===== src/pkg/cocl_map.svh =====
// Register offset, field positions, reset value and fixed levels of the low option register
`ifndef COCL_MAP_SVH
`define COCL_MAP_SVH

`define COCL_OFFSET_CTRL_LOW 8'h00
`define COCL_RESET_CTRL_LOW 8'h0E
`define COCL_BIT_CMP_LATCH 7
`define COCL_BIT_UVP_DISABLE 6
`define COCL_BIT_LEARN 5
`define COCL_BIT_IN_GAIN 4
`define COCL_BIT_BAT_GAIN 3
`define COCL_BIT_LDO 2
`define COCL_BIT_IIN_LOOP 1
`define COCL_BIT_HOLD_OFF 0
`define COCL_IN_GAIN_LO 8'h14
`define COCL_IN_GAIN_HI 8'h28
`define COCL_BAT_GAIN_LO 8'h08
`define COCL_BAT_GAIN_HI 8'h40
`define COCL_SYS_FLOOR_MV 16'h1388
`define COCL_SYS_HEADROOM_MV 16'h00A0

`endif


===== src/pkg/cocl_pkg.sv =====
// Types shared by the low option register block
`default_nettype none
package cocl_pkg;
    // Battery switch drive
    typedef enum logic [1:0] {COCL_SW_OFF, COCL_SW_LINEAR, COCL_SW_FULL} cocl_switch_t;
    // Source of the system voltage target
    typedef enum logic [1:0] {COCL_SYS_MIN, COCL_SYS_FLOOR, COCL_SYS_BAT_PLUS} cocl_sys_sel_t;
    // Comparator latch state
    typedef enum logic {COCL_CMP_IDLE, COCL_CMP_HELD} cocl_cmp_st_t;
endpackage : cocl_pkg
`default_nettype wire


===== src/hdl/cocl_ctrl_low.sv =====
// Low option control register of the charge controller and its decoded controls
`default_nettype none
`include "cocl_map.svh"
// Notes on behaviour
// - 8-bit read/write register at offset zero, reset value 0x0E.
// - Latch enabled and profile comparator on: event flag sticks until host clears.
// - Toggling the latch enable bit releases the latched comparator pin.
// - Bit 6 set turns system undervoltage protection off.
// - Bit 5 enables learn mode, reset zero.
// - Bit 4 picks input monitor gain: 0 is 20x, 1 is 40x.
// - Bit 3 picks battery monitor gain: 0 is 8x, 1 is 64x; reset 1.
// - Bit 2 set: linear precharge while battery below minimum system voltage; reset 1.
// - Bit 2 clear: switch full on when charging, 5V floor; else off, battery+160mV.
// - Bit 2 set: precharge current is lower of two settings; system at minimum.
// - Host sets bit 1 to enable input limit loop; charger disabling clears it.
// - In on-the-go mode bit 1 gates output current regulation instead of the input limit loop.
// - Bit 0 clear with valid settings starts charging; bit 0 set inhibits.
// - Auto-off option with battery absent clears bit 1; host may set again.
module cocl_ctrl_low #(
    parameter int CURRENT_W = 16
) (
    // Clock and reset
    input wire logic clk_in,
    input wire logic rst_n_in,
    // Register port from the serial host bus engine
    input wire logic [7:0] reg_addr_in,
    input wire logic reg_write_in,
    input wire logic [7:0] reg_wdata_in,
    input wire logic reg_read_in,
    output logic [7:0] reg_rdata_out,
    // Charger state, same clock
    input wire logic input_limit_auto_off_in,
    input wire logic charger_loop_disable_in,
    input wire logic otg_mode_in,
    input wire logic charge_settings_valid_in,
    input wire logic battery_below_min_in,
    input wire logic battery_below_floor_in,
    input wire logic [CURRENT_W-1:0] charge_current_setting_in,
    input wire logic [CURRENT_W-1:0] precharge_current_setting_in,
    input wire logic comparator_trip_in,
    input wire logic profile_comparator_enable_in,
    input wire logic comparator_status_clear_in,
    // Pin from outside the clock domain
    input wire logic battery_present_pin_in,
    // Decoded controls
    output logic comparator_latch_enable_out,
    output logic comparator_event_flag_out,
    output logic comparator_output_pin_n_out,
    output logic system_undervoltage_protect_out,
    output logic battery_discharge_learn_enable_out,
    output logic [7:0] input_monitor_gain_out,
    output logic [7:0] battery_monitor_gain_out,
    output cocl_pkg::cocl_switch_t battery_switch_out,
    output cocl_pkg::cocl_sys_sel_t system_target_sel_out,
    output logic [15:0] system_offset_mv_out,
    output logic [CURRENT_W-1:0] precharge_current_out,
    output logic input_limit_loop_enable_out,
    output logic otg_output_current_loop_out,
    output logic charge_start_out
);
    import cocl_pkg::*;

    // ****************************************
    // State
    // ****************************************
    typedef struct packed {
        logic [7:0] ctrl;
        logic pres_s1;
        logic pres_s2;
        logic [7:0] rdata;
        cocl_switch_t sw;
        cocl_sys_sel_t sys;
        logic [15:0] sys_mv;
        logic [CURRENT_W-1:0] pre_i;
        logic [7:0] in_gain;
        logic [7:0] bat_gain;
        logic chg;
    } cocl_ctrl_state_t;

    cocl_ctrl_state_t state_r;
    cocl_ctrl_state_t state_nxt;

    // Bit test helper used by several decodes
    function automatic logic ctrl_bit(input logic [7:0] v, input int idx);
        return v[idx];
    endfunction

    // ****************************************
    // Next state
    // ****************************************
    always_comb begin
        logic hit;
        logic ldo;
        hit = 1'b0;
        ldo = 1'b0;
        state_nxt = state_r;
        // Battery present pin through two flops before use
        state_nxt.pres_s1 = battery_present_pin_in;
        state_nxt.pres_s2 = state_r.pres_s1;
        hit = reg_addr_in == `COCL_OFFSET_CTRL_LOW;
        // Host write stores all bits
        if (reg_write_in && hit) begin
            state_nxt.ctrl = reg_wdata_in;
        end
        // Device clear of the loop bit wins over a host write in the same cycle
        if (charger_loop_disable_in ||
            (input_limit_auto_off_in && !state_r.pres_s2)) begin
            state_nxt.ctrl[`COCL_BIT_IIN_LOOP] = 1'b0;
        end
        // Read data captured on a read strobe; other offsets read zero
        if (reg_read_in) begin
            state_nxt.rdata = hit ? state_r.ctrl : 8'h00;
        end
        // Gains from the stored bits
        state_nxt.in_gain = ctrl_bit(state_r.ctrl, `COCL_BIT_IN_GAIN) ?
            `COCL_IN_GAIN_HI : `COCL_IN_GAIN_LO;
        state_nxt.bat_gain = ctrl_bit(state_r.ctrl, `COCL_BIT_BAT_GAIN) ?
            `COCL_BAT_GAIN_HI : `COCL_BAT_GAIN_LO;
        // Charge start held off by the inhibit bit
        state_nxt.chg = !ctrl_bit(state_r.ctrl, `COCL_BIT_HOLD_OFF) &&
            charge_settings_valid_in;
        // Battery switch and system target
        ldo = ctrl_bit(state_r.ctrl, `COCL_BIT_LDO);
        state_nxt.sys_mv = 16'h0000;
        state_nxt.pre_i = charge_current_setting_in;
        if (ldo) begin
            state_nxt.sys = COCL_SYS_MIN;
            state_nxt.sw = battery_below_min_in ? COCL_SW_LINEAR : COCL_SW_FULL;
            if (precharge_current_setting_in < charge_current_setting_in) begin
                state_nxt.pre_i = precharge_current_setting_in;
            end
            if (!state_nxt.chg) begin
                state_nxt.sw = COCL_SW_OFF;
            end
        end else if (state_nxt.chg) begin
            state_nxt.sw = COCL_SW_FULL;
            state_nxt.sys = battery_below_floor_in ? COCL_SYS_FLOOR : COCL_SYS_BAT_PLUS;
            state_nxt.sys_mv = battery_below_floor_in ? `COCL_SYS_FLOOR_MV : 16'h0000;
        end else begin
            state_nxt.sw = COCL_SW_OFF;
            state_nxt.sys = COCL_SYS_BAT_PLUS;
            state_nxt.sys_mv = `COCL_SYS_HEADROOM_MV;
        end
    end

    // Register the state
    always_ff @(posedge clk_in or negedge rst_n_in) begin
        if (!rst_n_in) begin
            state_r <= '0;
            state_r.ctrl <= `COCL_RESET_CTRL_LOW;
            state_r.pres_s1 <= 1'b1;
            state_r.pres_s2 <= 1'b1;
            state_r.sw <= COCL_SW_OFF;
            state_r.sys <= COCL_SYS_BAT_PLUS;
            state_r.in_gain <= `COCL_IN_GAIN_LO;
            state_r.bat_gain <= `COCL_BAT_GAIN_HI;
        end else begin
            state_r <= state_nxt;
        end
    end

    // ****************************************
    // Comparator latch
    // ****************************************
    cocl_cmp_latch u_cmp (
        .clk_in(clk_in),
        .rst_n_in(rst_n_in),
        .latch_enable_in(state_r.ctrl[`COCL_BIT_CMP_LATCH]),
        .profile_comparator_enable_in(profile_comparator_enable_in),
        .trip_in(comparator_trip_in),
        .status_clear_in(comparator_status_clear_in),
        .event_flag_out(comparator_event_flag_out),
        .comparator_output_pin_n_out(comparator_output_pin_n_out)
    );

    // Outputs straight from the stored state; the two loop enables are also gated by otg_mode_in
    assign reg_rdata_out = state_r.rdata;
    assign comparator_latch_enable_out = state_r.ctrl[`COCL_BIT_CMP_LATCH];
    assign system_undervoltage_protect_out = !state_r.ctrl[`COCL_BIT_UVP_DISABLE];
    assign battery_discharge_learn_enable_out = state_r.ctrl[`COCL_BIT_LEARN];
    assign input_monitor_gain_out = state_r.in_gain;
    assign battery_monitor_gain_out = state_r.bat_gain;
    assign battery_switch_out = state_r.sw;
    assign system_target_sel_out = state_r.sys;
    assign system_offset_mv_out = state_r.sys_mv;
    assign precharge_current_out = state_r.pre_i;
    assign input_limit_loop_enable_out = state_r.ctrl[`COCL_BIT_IIN_LOOP] && !otg_mode_in;
    assign otg_output_current_loop_out = state_r.ctrl[`COCL_BIT_IIN_LOOP] &&
        otg_mode_in;
    assign charge_start_out = state_r.chg;
endmodule // cocl_ctrl_low
`default_nettype wire


===== src/hdl/cocl_cmp_latch.sv =====
// Latching of the independent comparator event flag and output pin
`default_nettype none
module cocl_cmp_latch (
    // Clock and reset
    input wire logic clk_in,
    input wire logic rst_n_in,
    // Controls
    input wire logic latch_enable_in,
    input wire logic profile_comparator_enable_in,
    input wire logic trip_in,
    input wire logic status_clear_in,
    // Results
    output logic event_flag_out,
    output logic comparator_output_pin_n_out
);
    import cocl_pkg::*;

    // ****************************************
    // State
    // ****************************************
    typedef struct packed {
        cocl_cmp_st_t st;
        logic flag;
        logic pin_n;
        logic latch_d;
    } cocl_cmp_state_t;

    cocl_cmp_state_t state_r;
    cocl_cmp_state_t state_nxt;

    // Next state: latch holds across trip release, toggle releases the pin
    always_comb begin
        logic toggled;
        toggled = 1'b0;
        state_nxt = state_r;
        state_nxt.latch_d = latch_enable_in;
        toggled = latch_enable_in != state_r.latch_d;
        unique case (state_r.st)
            COCL_CMP_IDLE: begin
                state_nxt.pin_n = ~trip_in;
                if (trip_in && latch_enable_in) begin
                    state_nxt.st = COCL_CMP_HELD;
                end
            end
            COCL_CMP_HELD: begin
                state_nxt.pin_n = 1'b0;
                if (toggled) begin
                    state_nxt.st = COCL_CMP_IDLE;
                    state_nxt.pin_n = 1'b1;
                end
            end
        endcase
        // Flag: set beats clear; sticky only when latched in the profile
        if (trip_in && profile_comparator_enable_in) begin
            state_nxt.flag = 1'b1;
        end else if (!latch_enable_in || status_clear_in) begin
            state_nxt.flag = 1'b0;
        end
    end

    // Register the state
    always_ff @(posedge clk_in or negedge rst_n_in) begin
        if (!rst_n_in) begin
            state_r <= '{st: COCL_CMP_IDLE, flag: 1'b0, pin_n: 1'b1, latch_d: 1'b0};
        end else begin
            state_r <= state_nxt;
        end
    end

    assign event_flag_out = state_r.flag;
    assign comparator_output_pin_n_out = state_r.pin_n;
endmodule // cocl_cmp_latch
`default_nettype wire


===== config.mk =====
export PLATFORM = sky130hd
export DESIGN_NAME = cocl_ctrl_low
export DESIGN_NICKNAME = d
export VERILOG_FILES = /design/src/pkg/cocl_pkg.sv /design/src/hdl/cocl_ctrl_low.sv /design/src/hdl/cocl_cmp_latch.sv
export VERILOG_INCLUDE_DIRS = /design/src /design/src/pkg
export SDC_FILE = /design/constraint.sdc
export NUM_CORES = 1
export LEC_CHECK = 0
export ABC_AREA = 1
export ABC_CLOCK_PERIOD_IN_PS = 2300
export CAP_MARGIN = 5
export CORE_ASPECT_RATIO = 1.5
export CORE_MARGIN = 5
export CORE_UTILIZATION = 55
export DETAILED_ROUTE_END_ITERATION = 6
export DONT_BUFFER_PORTS = 1
export PLACE_DENSITY_LB_ADDON = 0.05
export SYNTH_ARGS = -nofsm -noshare
export SYNTH_HDL_FRONTEND = slang
export SYNTH_SLANG_ARGS = --single-unit

===== constraint.sdc =====
create_clock -name clk_in -period 2.3 [get_ports clk_in]
set_clock_uncertainty 0.15 [all_clocks]
set_input_delay 0 -clock clk_in [delete_from_list [all_inputs] [get_ports clk_in]]
set_output_delay 0 -clock clk_in [all_outputs]
set_load 0.01 [all_outputs]

=== Word-level counts from Yosys, hierarchy flattened ===
Cells that the tools add are included.

* Register bits after elaboration: 72
* Bits of input ports: 62
* Output and inout port bits: 68
* Logic and storage cells: 58

* Order comparisons: 1
* Eq/ne operators: 1
* Mux-type cells: 21
* Bitwise logic cells: 2
* Reduce and logical (&&, ||, !) cells: 17

{| class="wikitable"
|+ Operators with widths
! kind !! count
|-
| $mux W16 || 3
|-
| $mux W20 || 1
|-
| $lt A16 B16 Y1 || 1
|-
| $mux W13 || 1
|-
| $logic_not A8 Y1 || 1
|-
| $mux W2 || 4
|-
| $mux W8 || 1
|-
| $logic_and A1 B1 Y1 || 7
|-
| $mux W7 || 1
|-
| $mux W1 || 6
|-
| $mux W6 || 1
|-
| $logic_not A1 Y1 || 5
|-
| $mux W4 || 1
|-
| $pmux W1 S2 || 2
|-
| $reduce_bool A2 Y1 || 2
|-
| $logic_or A1 B1 Y1 || 2
|-
| $not A1 Y1 || 2
|-
| $ne A1 B1 Y1 || 1
|}

=== Depth between registers and ports, before layout ===
Gate-level depths: netlist of the first run.

* Depth in word-level cells: 4
* Gate-level depth with buffers: 13
* Mapped depth without buffers: 12

=== By module ===
A second synthesis of the first run with hierarchy kept.

* Cell total of the unflattened synthesis: 314
* Area, all modules: 2742.6 µm²

{| class="wikitable"
|+ By module, submodules not included
! module !! instances !! cells an instance !! area an instance (µm²) !! sequential area each (µm²)
|-
| cocl_ctrl_low || 1 || 294 || 2572.5 || 1136.1
|-
| cocl_cmp_latch || 1 || 20 || 170.2 || 101.3
|}

=== Worst setup path after synthesis of the first run ===
No wires, ideal clock.

* Kind: flip-flop to flip-flop
* Start point: register state_r[65] (netlist bit)
* End point: register state_r (netlist bit precharge_current_out[10])
* Setup time: 117 ps
* Arrival: 1384 ps
* Slack: 650 ps
* Stages on the path, launching flop included: 9
* Path buffers: 1
* Clock period less this slack: 1650 ps
* Path through: dfstp_2 > inv_2 > a211oi_2 > nand2_1 > a21oi_4 > nand2_4 > buf_6 > nand2_1 > nand2_1

{| class="wikitable"
|+ RTL lines
! item !! RTL line !! RTL
|-
| start, declared || cocl_ctrl_low.sv:80 || <nowiki>cocl_ctrl_state_t state_r;</nowiki>
|-
| start signal, assigned || cocl_ctrl_low.sv:158 || <nowiki>state_r <= state_nxt;</nowiki>
|}

=== Final worst setup path of the first run ===
* Start point: input reg_addr_in[0]
* End point: register state_r[64] (netlist bit)

* Cells in the longest elaborated chain, start to end: 3

{| class="wikitable"
|+ RTL lines
! item !! RTL line !! RTL
|-
| start, declared || cocl_ctrl_low.sv:26 || <nowiki>input wire logic [7:0] reg_addr_in,</nowiki>
|-
| $logic_not A8 Y1 (no source line) || n/a ||
|-
| $logic_and A1 B1 Y1 || cocl_ctrl_low.sv:102 || <nowiki>if (reg_write_in && hit) begin</nowiki>
|-
| $reduce_bool A2 Y1 (no source line) || n/a ||
|}

No other way between the ends.
A chain may end at the register's enable or synchronous reset.

==> flow_summary.toml, run 1 <==
[final_layout]
final_net_count = 400
stdcell_area_sq_um = 3050
fill_cells = 425
final_cell_mix = "55 x dlygate4sd3_1, 54 x nand2_1, 40 x inv_1, 40 x dfrtp_1, 24 x nand3_1"
mostFrequentLayoutCell = "dlygate4sd3_1"
drive_gt1_frac = 0.0741
diodes = 0
area_growth_pct = 12.3

[timing]
final.period_utilization = 0.831
fmax_mhz = 523
setup_viol_count_final = 0
period_needed_ns = 1.91
rsz0062_at_grt = "no"
tns_ns = 0
hold_viol = 0
drv_slew = 0
tightest_slew_ns = 0.510
relSlewSlack = 0.659

[yosys]
synth_top_area_share = 0.368
ys.flop_type = "dfrtp_1"
synth.cell_area_sq_um = 2720
seq_area_frac_synth = 0.455
syn_avg_cell_area_sq_um = 8.91
yosysTopAreaCell = "dfrtp_1"
ys_ff_latch = 49
synth_cell_type_count = 28
syn-instance-count = 305
synth_edf_count = 0
yosys-top-cells-area = "dfrtp_1 37%, buf_4 17%, dfstp_2 8.7%, nand2_1 7.5%, ha_1 6.9%"
synthArstFlopShare = 1.00
yosysWarnings = 0

[clocking]
cts_sinks = 49
cts-root-buf = "clkbuf_8"
htree_levels = 2
clk_pin_slew_ns = 0.08
clk_latency_ns = 0.28
clockBufferDepth = 2
cts_tree = "done"
cts-buffers-inserted = 5
post_cts.repair.setup_buffers = 0

[critical_path]
end_kind = "flip-flop"
path_max_fanout = 12
worstPathRequired_ns = 2.38
worst_path_max_delay_cell = "dlygate4sd3_1"
worst-path-buf-inv = 2
criticalPathCategory = "input port to flip-flop"
path_delay_family = "buffers and inverters"
crit_path_cell_trace = "dlygate4sd3_1 -> nor2_1 -> nand2_1 -> nor2_4 -> nand2_1 -> nor2_1 -> nor4_1 -> dlygate4sd3_1"
start_kind = "input port"
r2r_slack_ns = 0.49
arrival_ns = 1.99
cpPeakStageDelay_ns = 0.60

[global_routing]
grtUsageMet3 = 0.0607
track_usage = 0.178
grt_busiest_layer = "met2"
grt_max_degree = 50
grt_util_met2 = 0.320
grt_overflow_total = 0
grt_antenna_before_repair = 0
grt_pass1_wl_mm = 8.67
grt.met1_usage = 0.190
grt_pass1_vias = 1958

[run]
drv_cap = 0

[route]
vias = 1836
finalWirelength_mm = 5.45
dr.pass1.iters = 5
drt-initial-drc-count = 45
remaining_drc_errors = 0
drtAntennaViolNets = 0
viasPerCell = 4.71
post_drt_wl_per_cell_microns = 14.0

[floorplan]
die-area_sq_um = 6480
row_count = 31
io_pins = 130
core_area_sq_um = 4810
die_y_microns = 96.1
start_util = 0.565
die_width_microns = 67.4

[power]
power.density_nw_per_um2 = 564
leakagePower_nw = 1.59
irDropWorstVdd_mv = 0.257

[worst_hold_path]
hold_path.class = "input port to flip-flop"

[placed_design]
gp_congestion = 0.747
place_hpwl_mm = 3.88
placed_area_sq_um = 2390
port_buffers = 0

[status]
status = "finished, final reports clean"
==> routing by layer <==
metal / part of all wire / up-vias / routed length (microns)
met4: 0.0086 / 0 / 47
met2: 0.55 / 70 / 2990
met3: 0.097 / 4 / 530
li1: - / 906 / -
met1: 0.35 / 856 / 1890
met5: 0 / - / 0
==> power by group <==
group | total (mW) | internal (mW) | switching [mW]
Clock | 0.464 | 0.216 | 0.248
Combinational | 0.274 | 0.129 | 0.146
Sequential | 0.984 | 0.924 | 0.0598
==> sequential cells by signal, indices dropped and copies added, names as in the netlist <==
register / cells
u_cmp.state_r: 2
system_offset_mv_out: 2
reg_rdata_out: 8
charge_start_out: 1
state_r: 7
battery_switch_out: 2
u_cmp.comparator_output_pin_n_out: 1
comparator_latch_enable_out: 1
u_cmp.event_flag_out: 1
battery_discharge_learn_enable_out: 1
input_monitor_gain_out: 2
state_nxt: 1
precharge_current_out: 16
battery_monitor_gain_out: 2
system_target_sel_out: 2
==> logic make-up after synthesis <==
group,share of synthesized area
other,0.00138
and+or+nand+nor,0.164
AOI/OAI and AO/OA,0.0557
adders and majority gates,0.0691
buffers and inverters,0.235
muxes,0.0161
DFF,0.455
xor gates and xnor gates,0.00322
==> worst reg2reg max path: stages (launching register included) <==
cell and delay (ns):
dfstp_2 0.60, inv_2 0.06, a211oi_2 0.16, nand2_1 0.11, a21oi_4 0.26, buf_4 0.23
nand3_1 0.09, nand2_1 0.09
==> what timing repair did <==
item / CTS / global route
endpoints found under the hold margin: 94 / 0
gates resized for setup: 0 / 0
setup endpoints to repair: 0 / 0
hold buffers: 56 / 0
==> final timing paths <==
kind / start / cells past startpoint / endpoint
max: reg_addr_in[0] / 8 / state_r[64]
min reg2reg: state_nxt[61] / 0 / state_r[61]
min: reg_write_in / 2 / state_r[65]
max reg2reg: state_r[65] / 7 / precharge_current_out[4]
max in group asynchronous: rst_n_in / 2 / state_r[66]
min in group asynchronous: rst_n_in / 2 / u_cmp.event_flag_out
==> cell type report <==
type	count	area [sq um]	share of cell area
flip-flops and latches	49	1240	0.405
multi-input cells	169	912	0.299
repair buffers	57	586	0.192
inverters	41	154	0.0504
well taps	66	82.6	0.0271
clock buffers	8	80.1	0.0262
==> through the flow <==
step	setup WS [ns]	cells	hold slack, ns	util	power [mW]
floorplan	0.650	324	-0.446	-	1.23
global placement	0.569	326	-0.444	0.498	1.17
detailed placement	0.509	326	-0.444	0.498	1.18
CTS	0.389	390	0.0545	0.634	1.75
global route	0.224	390	0.0647	0.634	1.83
finish	0.389	390	0.0358	0.634	1.72
==> cell usage after synthesis (2+ instances only) <==
master	n
ha_1	15
o21ai_0	10
nor2_1	19
mux2_2	2
a21oi_1	11
clkbuf_1	2
dfrtp_1	40
nor4_1	2
buf_6	2
dfstp_2	9
nand3_1	24
nor3_1	2
nand2_1	54
inv_1	40
buf_4	60
Power figures use the tool's default switching activity.
==> run 2: changes to the inputs <==
Settings changed: ABC_CLOCK_PERIOD_IN_PS 2300 to 1570.
Clock period 2.3 ns to 1.57 ns, I/O delays scaled along.
==> flow_summary.toml, run 2 (synthesized netlist as in run 1, its figures left out) <==
[floorplan]
row_count = 31
core_area_sq_um = 4810
io_pins = 130
die_width_microns = 67.4
die-area_sq_um = 6480
die_y_microns = 96.1
start_util = 0.565

[critical_path]
start_kind = "flip-flop"
worst-path-buf-inv = 1
criticalPathCategory = "flip-flop to flip-flop"
crit_path_cell_trace = "inv_2 -> a211oi_2 -> nand2_1 -> a21oi_4 -> nand2_4 -> nand2_1 -> nand2_1"
end_kind = "flip-flop"
arrival_ns = 1.61
cp_common_cell = "nand2_1"
worst_path_max_delay_cell = "dfstp_2"
path_delay_family = "flip-flops"
worstPathRequired_ns = 1.61
path_max_fanout = 16
cpPeakStageDelay_ns = 0.54

[final_layout]
mostFrequentLayoutCell = "dlygate4sd3_1"
fin_util = 0.663
final_net_count = 410
area_growth_pct = 17.3
fin_cells = 400
largest_reg_flops = 16
fill_cells = 413
final_cell_mix = "56 x dlygate4sd3_1, 54 x nand2_1, 40 x inv_1, 40 x dfrtp_1, 24 x nand3_1"
diodes = 0
drive_gt1_frac = 0.108

[global_routing]
grt_pass1_wl_mm = 8.92
grt_overflow_total = 0
track_usage = 0.182
grt_antenna_before_repair = 0
grt_pass1_vias = 2012
grt_max_degree = 50

[route]
remaining_drc_errors = 0
finalWirelength_mm = 5.56
drtAntennaViolNets = 0
dr.pass1.iters = 3
post_drt_wl_per_cell_microns = 13.9
drt-initial-drc-count = 48
vias = 1887
viasPerCell = 4.72

[timing]
tns_ns = -0.000916
period_needed_ns = 1.57
drv_slew = 0
hold_viol = 0
setup_slack_ns = -0.000916
rsz0062_at_grt = "yes"
final.period_utilization = 1.00
fmax_mhz = 637
setup_viol_count_final = 1

[power]
irDropWorstVdd_mv = 0.420
power.density_nw_per_um2 = 906
leakagePower_nw = 1.65

[placed_design]
place_hpwl_mm = 3.91
port_buffers = 0
dp_cells = 335
place_ws_ns = 0.0142
gp_congestion = 0.763

[clocking]
clk_latency_ns = 0.29
clk_pin_slew_ns = 0.08
cts_tree = "done"
post_cts.repair.setup_buffers = 0
cts-buffers-inserted = 5
clockBufferDepth = 2
htree_levels = 2
cts-root-buf = "clkbuf_8"
cts_sinks = 49

[status]
violations = "negative setup slack"
status = "finished, violations left"

[worst_hold_path]
hold_path.class = "input port to flip-flop"

[run]
drv_cap = 0
[run 2: cell types whose count changed in the layout (fill, tap and decap cells not counted)]
cell,delta
buf_4,+8
clkbuf_1,-3
bufinv_16,+2
buf_6,+1
clkinv_2,+1
dlygate4sd3_1,+1
[run 2: metrics by stage]
| step | cell area, sq um | hold WS (ns) | total power, mW |
|---|---|---|---|
| 3_5_place_dp | 2460 | -0.444 | 1.74 |
| 3_3_place_gp | 2460 | -0.444 | 1.73 |
| 5_1_grt | 3190 | 0.0265 | 3.06 |
| 4_1_cts | 3180 | 0.00193 | 2.93 |
| 6_report | 3190 | 0.0102 | 2.89 |
| 2_1_floorplan | 2790 | -0.446 | 1.81 |
[run 2: where the power goes]
group / internal [mW] / switching [mW]
clock: 0.632 / 0.387
sequential: 1.35 / 0.0864
combinational: 0.209 / 0.218
total: 2.20 / 0.691
[run 2: metal layers]
layer	vias to the layer above	share of wire	wire length, microns	global-route usage
met1	872	0.34	1890	0.187
li1	931	-	-	-
met4	0	0.018	99	0.0711
met5	-	0	0	0
met3	10	0.097	537	0.0631
met2	74	0.54	3030	0.332
[run 2: path summary, 6_finish.rpt]
kind | startpoint | end | slack [ns] | depth (start not counted)
max | state_r[65] | precharge_current_out[10] | -0.0009 | 7
min | reg_addr_in[4] | state_r[66] | 0.01 | 6
max reg2reg | state_r[65] | precharge_current_out[10] | -0.0009 | 7
min reg2reg | state_nxt[61] | state_r[61] | 0.21 | 0
max in group asynchronous | rst_n_in | input_monitor_gain_out[4] | 0.93 | 2
min in group asynchronous | rst_n_in | u_cmp.event_flag_out | 0.05 | 2
[run 2: area by class of cell]
| type | instances | area (sq um) | share of cell area |
|---|---|---|---|
| clock inverters | 3 | 65.1 | 0.0204 |
| multi-input cells | 169 | 912 | 0.286 |
| clock buffers | 5 | 68.8 | 0.0216 |
| repair buffers | 67 | 667 | 0.209 |
| inverters | 41 | 154 | 0.0483 |
| well taps | 66 | 82.6 | 0.0259 |
| flip-flops and latches | 49 | 1240 | 0.388 |
[run 2: worst register-to-register path, cell delays in order, from the launching register on]
cell and delay, ns:
dfstp_2 0.54, inv_2 0.05, a211oi_2 0.14, nand2_1 0.11
a21oi_4 0.19, nand2_4 0.15, nand2_1 0.09, nand2_1 0.05
[run 2: repair_timing]
| action | 4_1_cts | 5_1_grt |
|---|---|---|
| endpoints found under the hold margin | 94 | 0 |
| hold buffers | 57 | 0 |
| setup endpoints to repair | 0 | 16 |
| gates resized for setup | 0 | 1 |
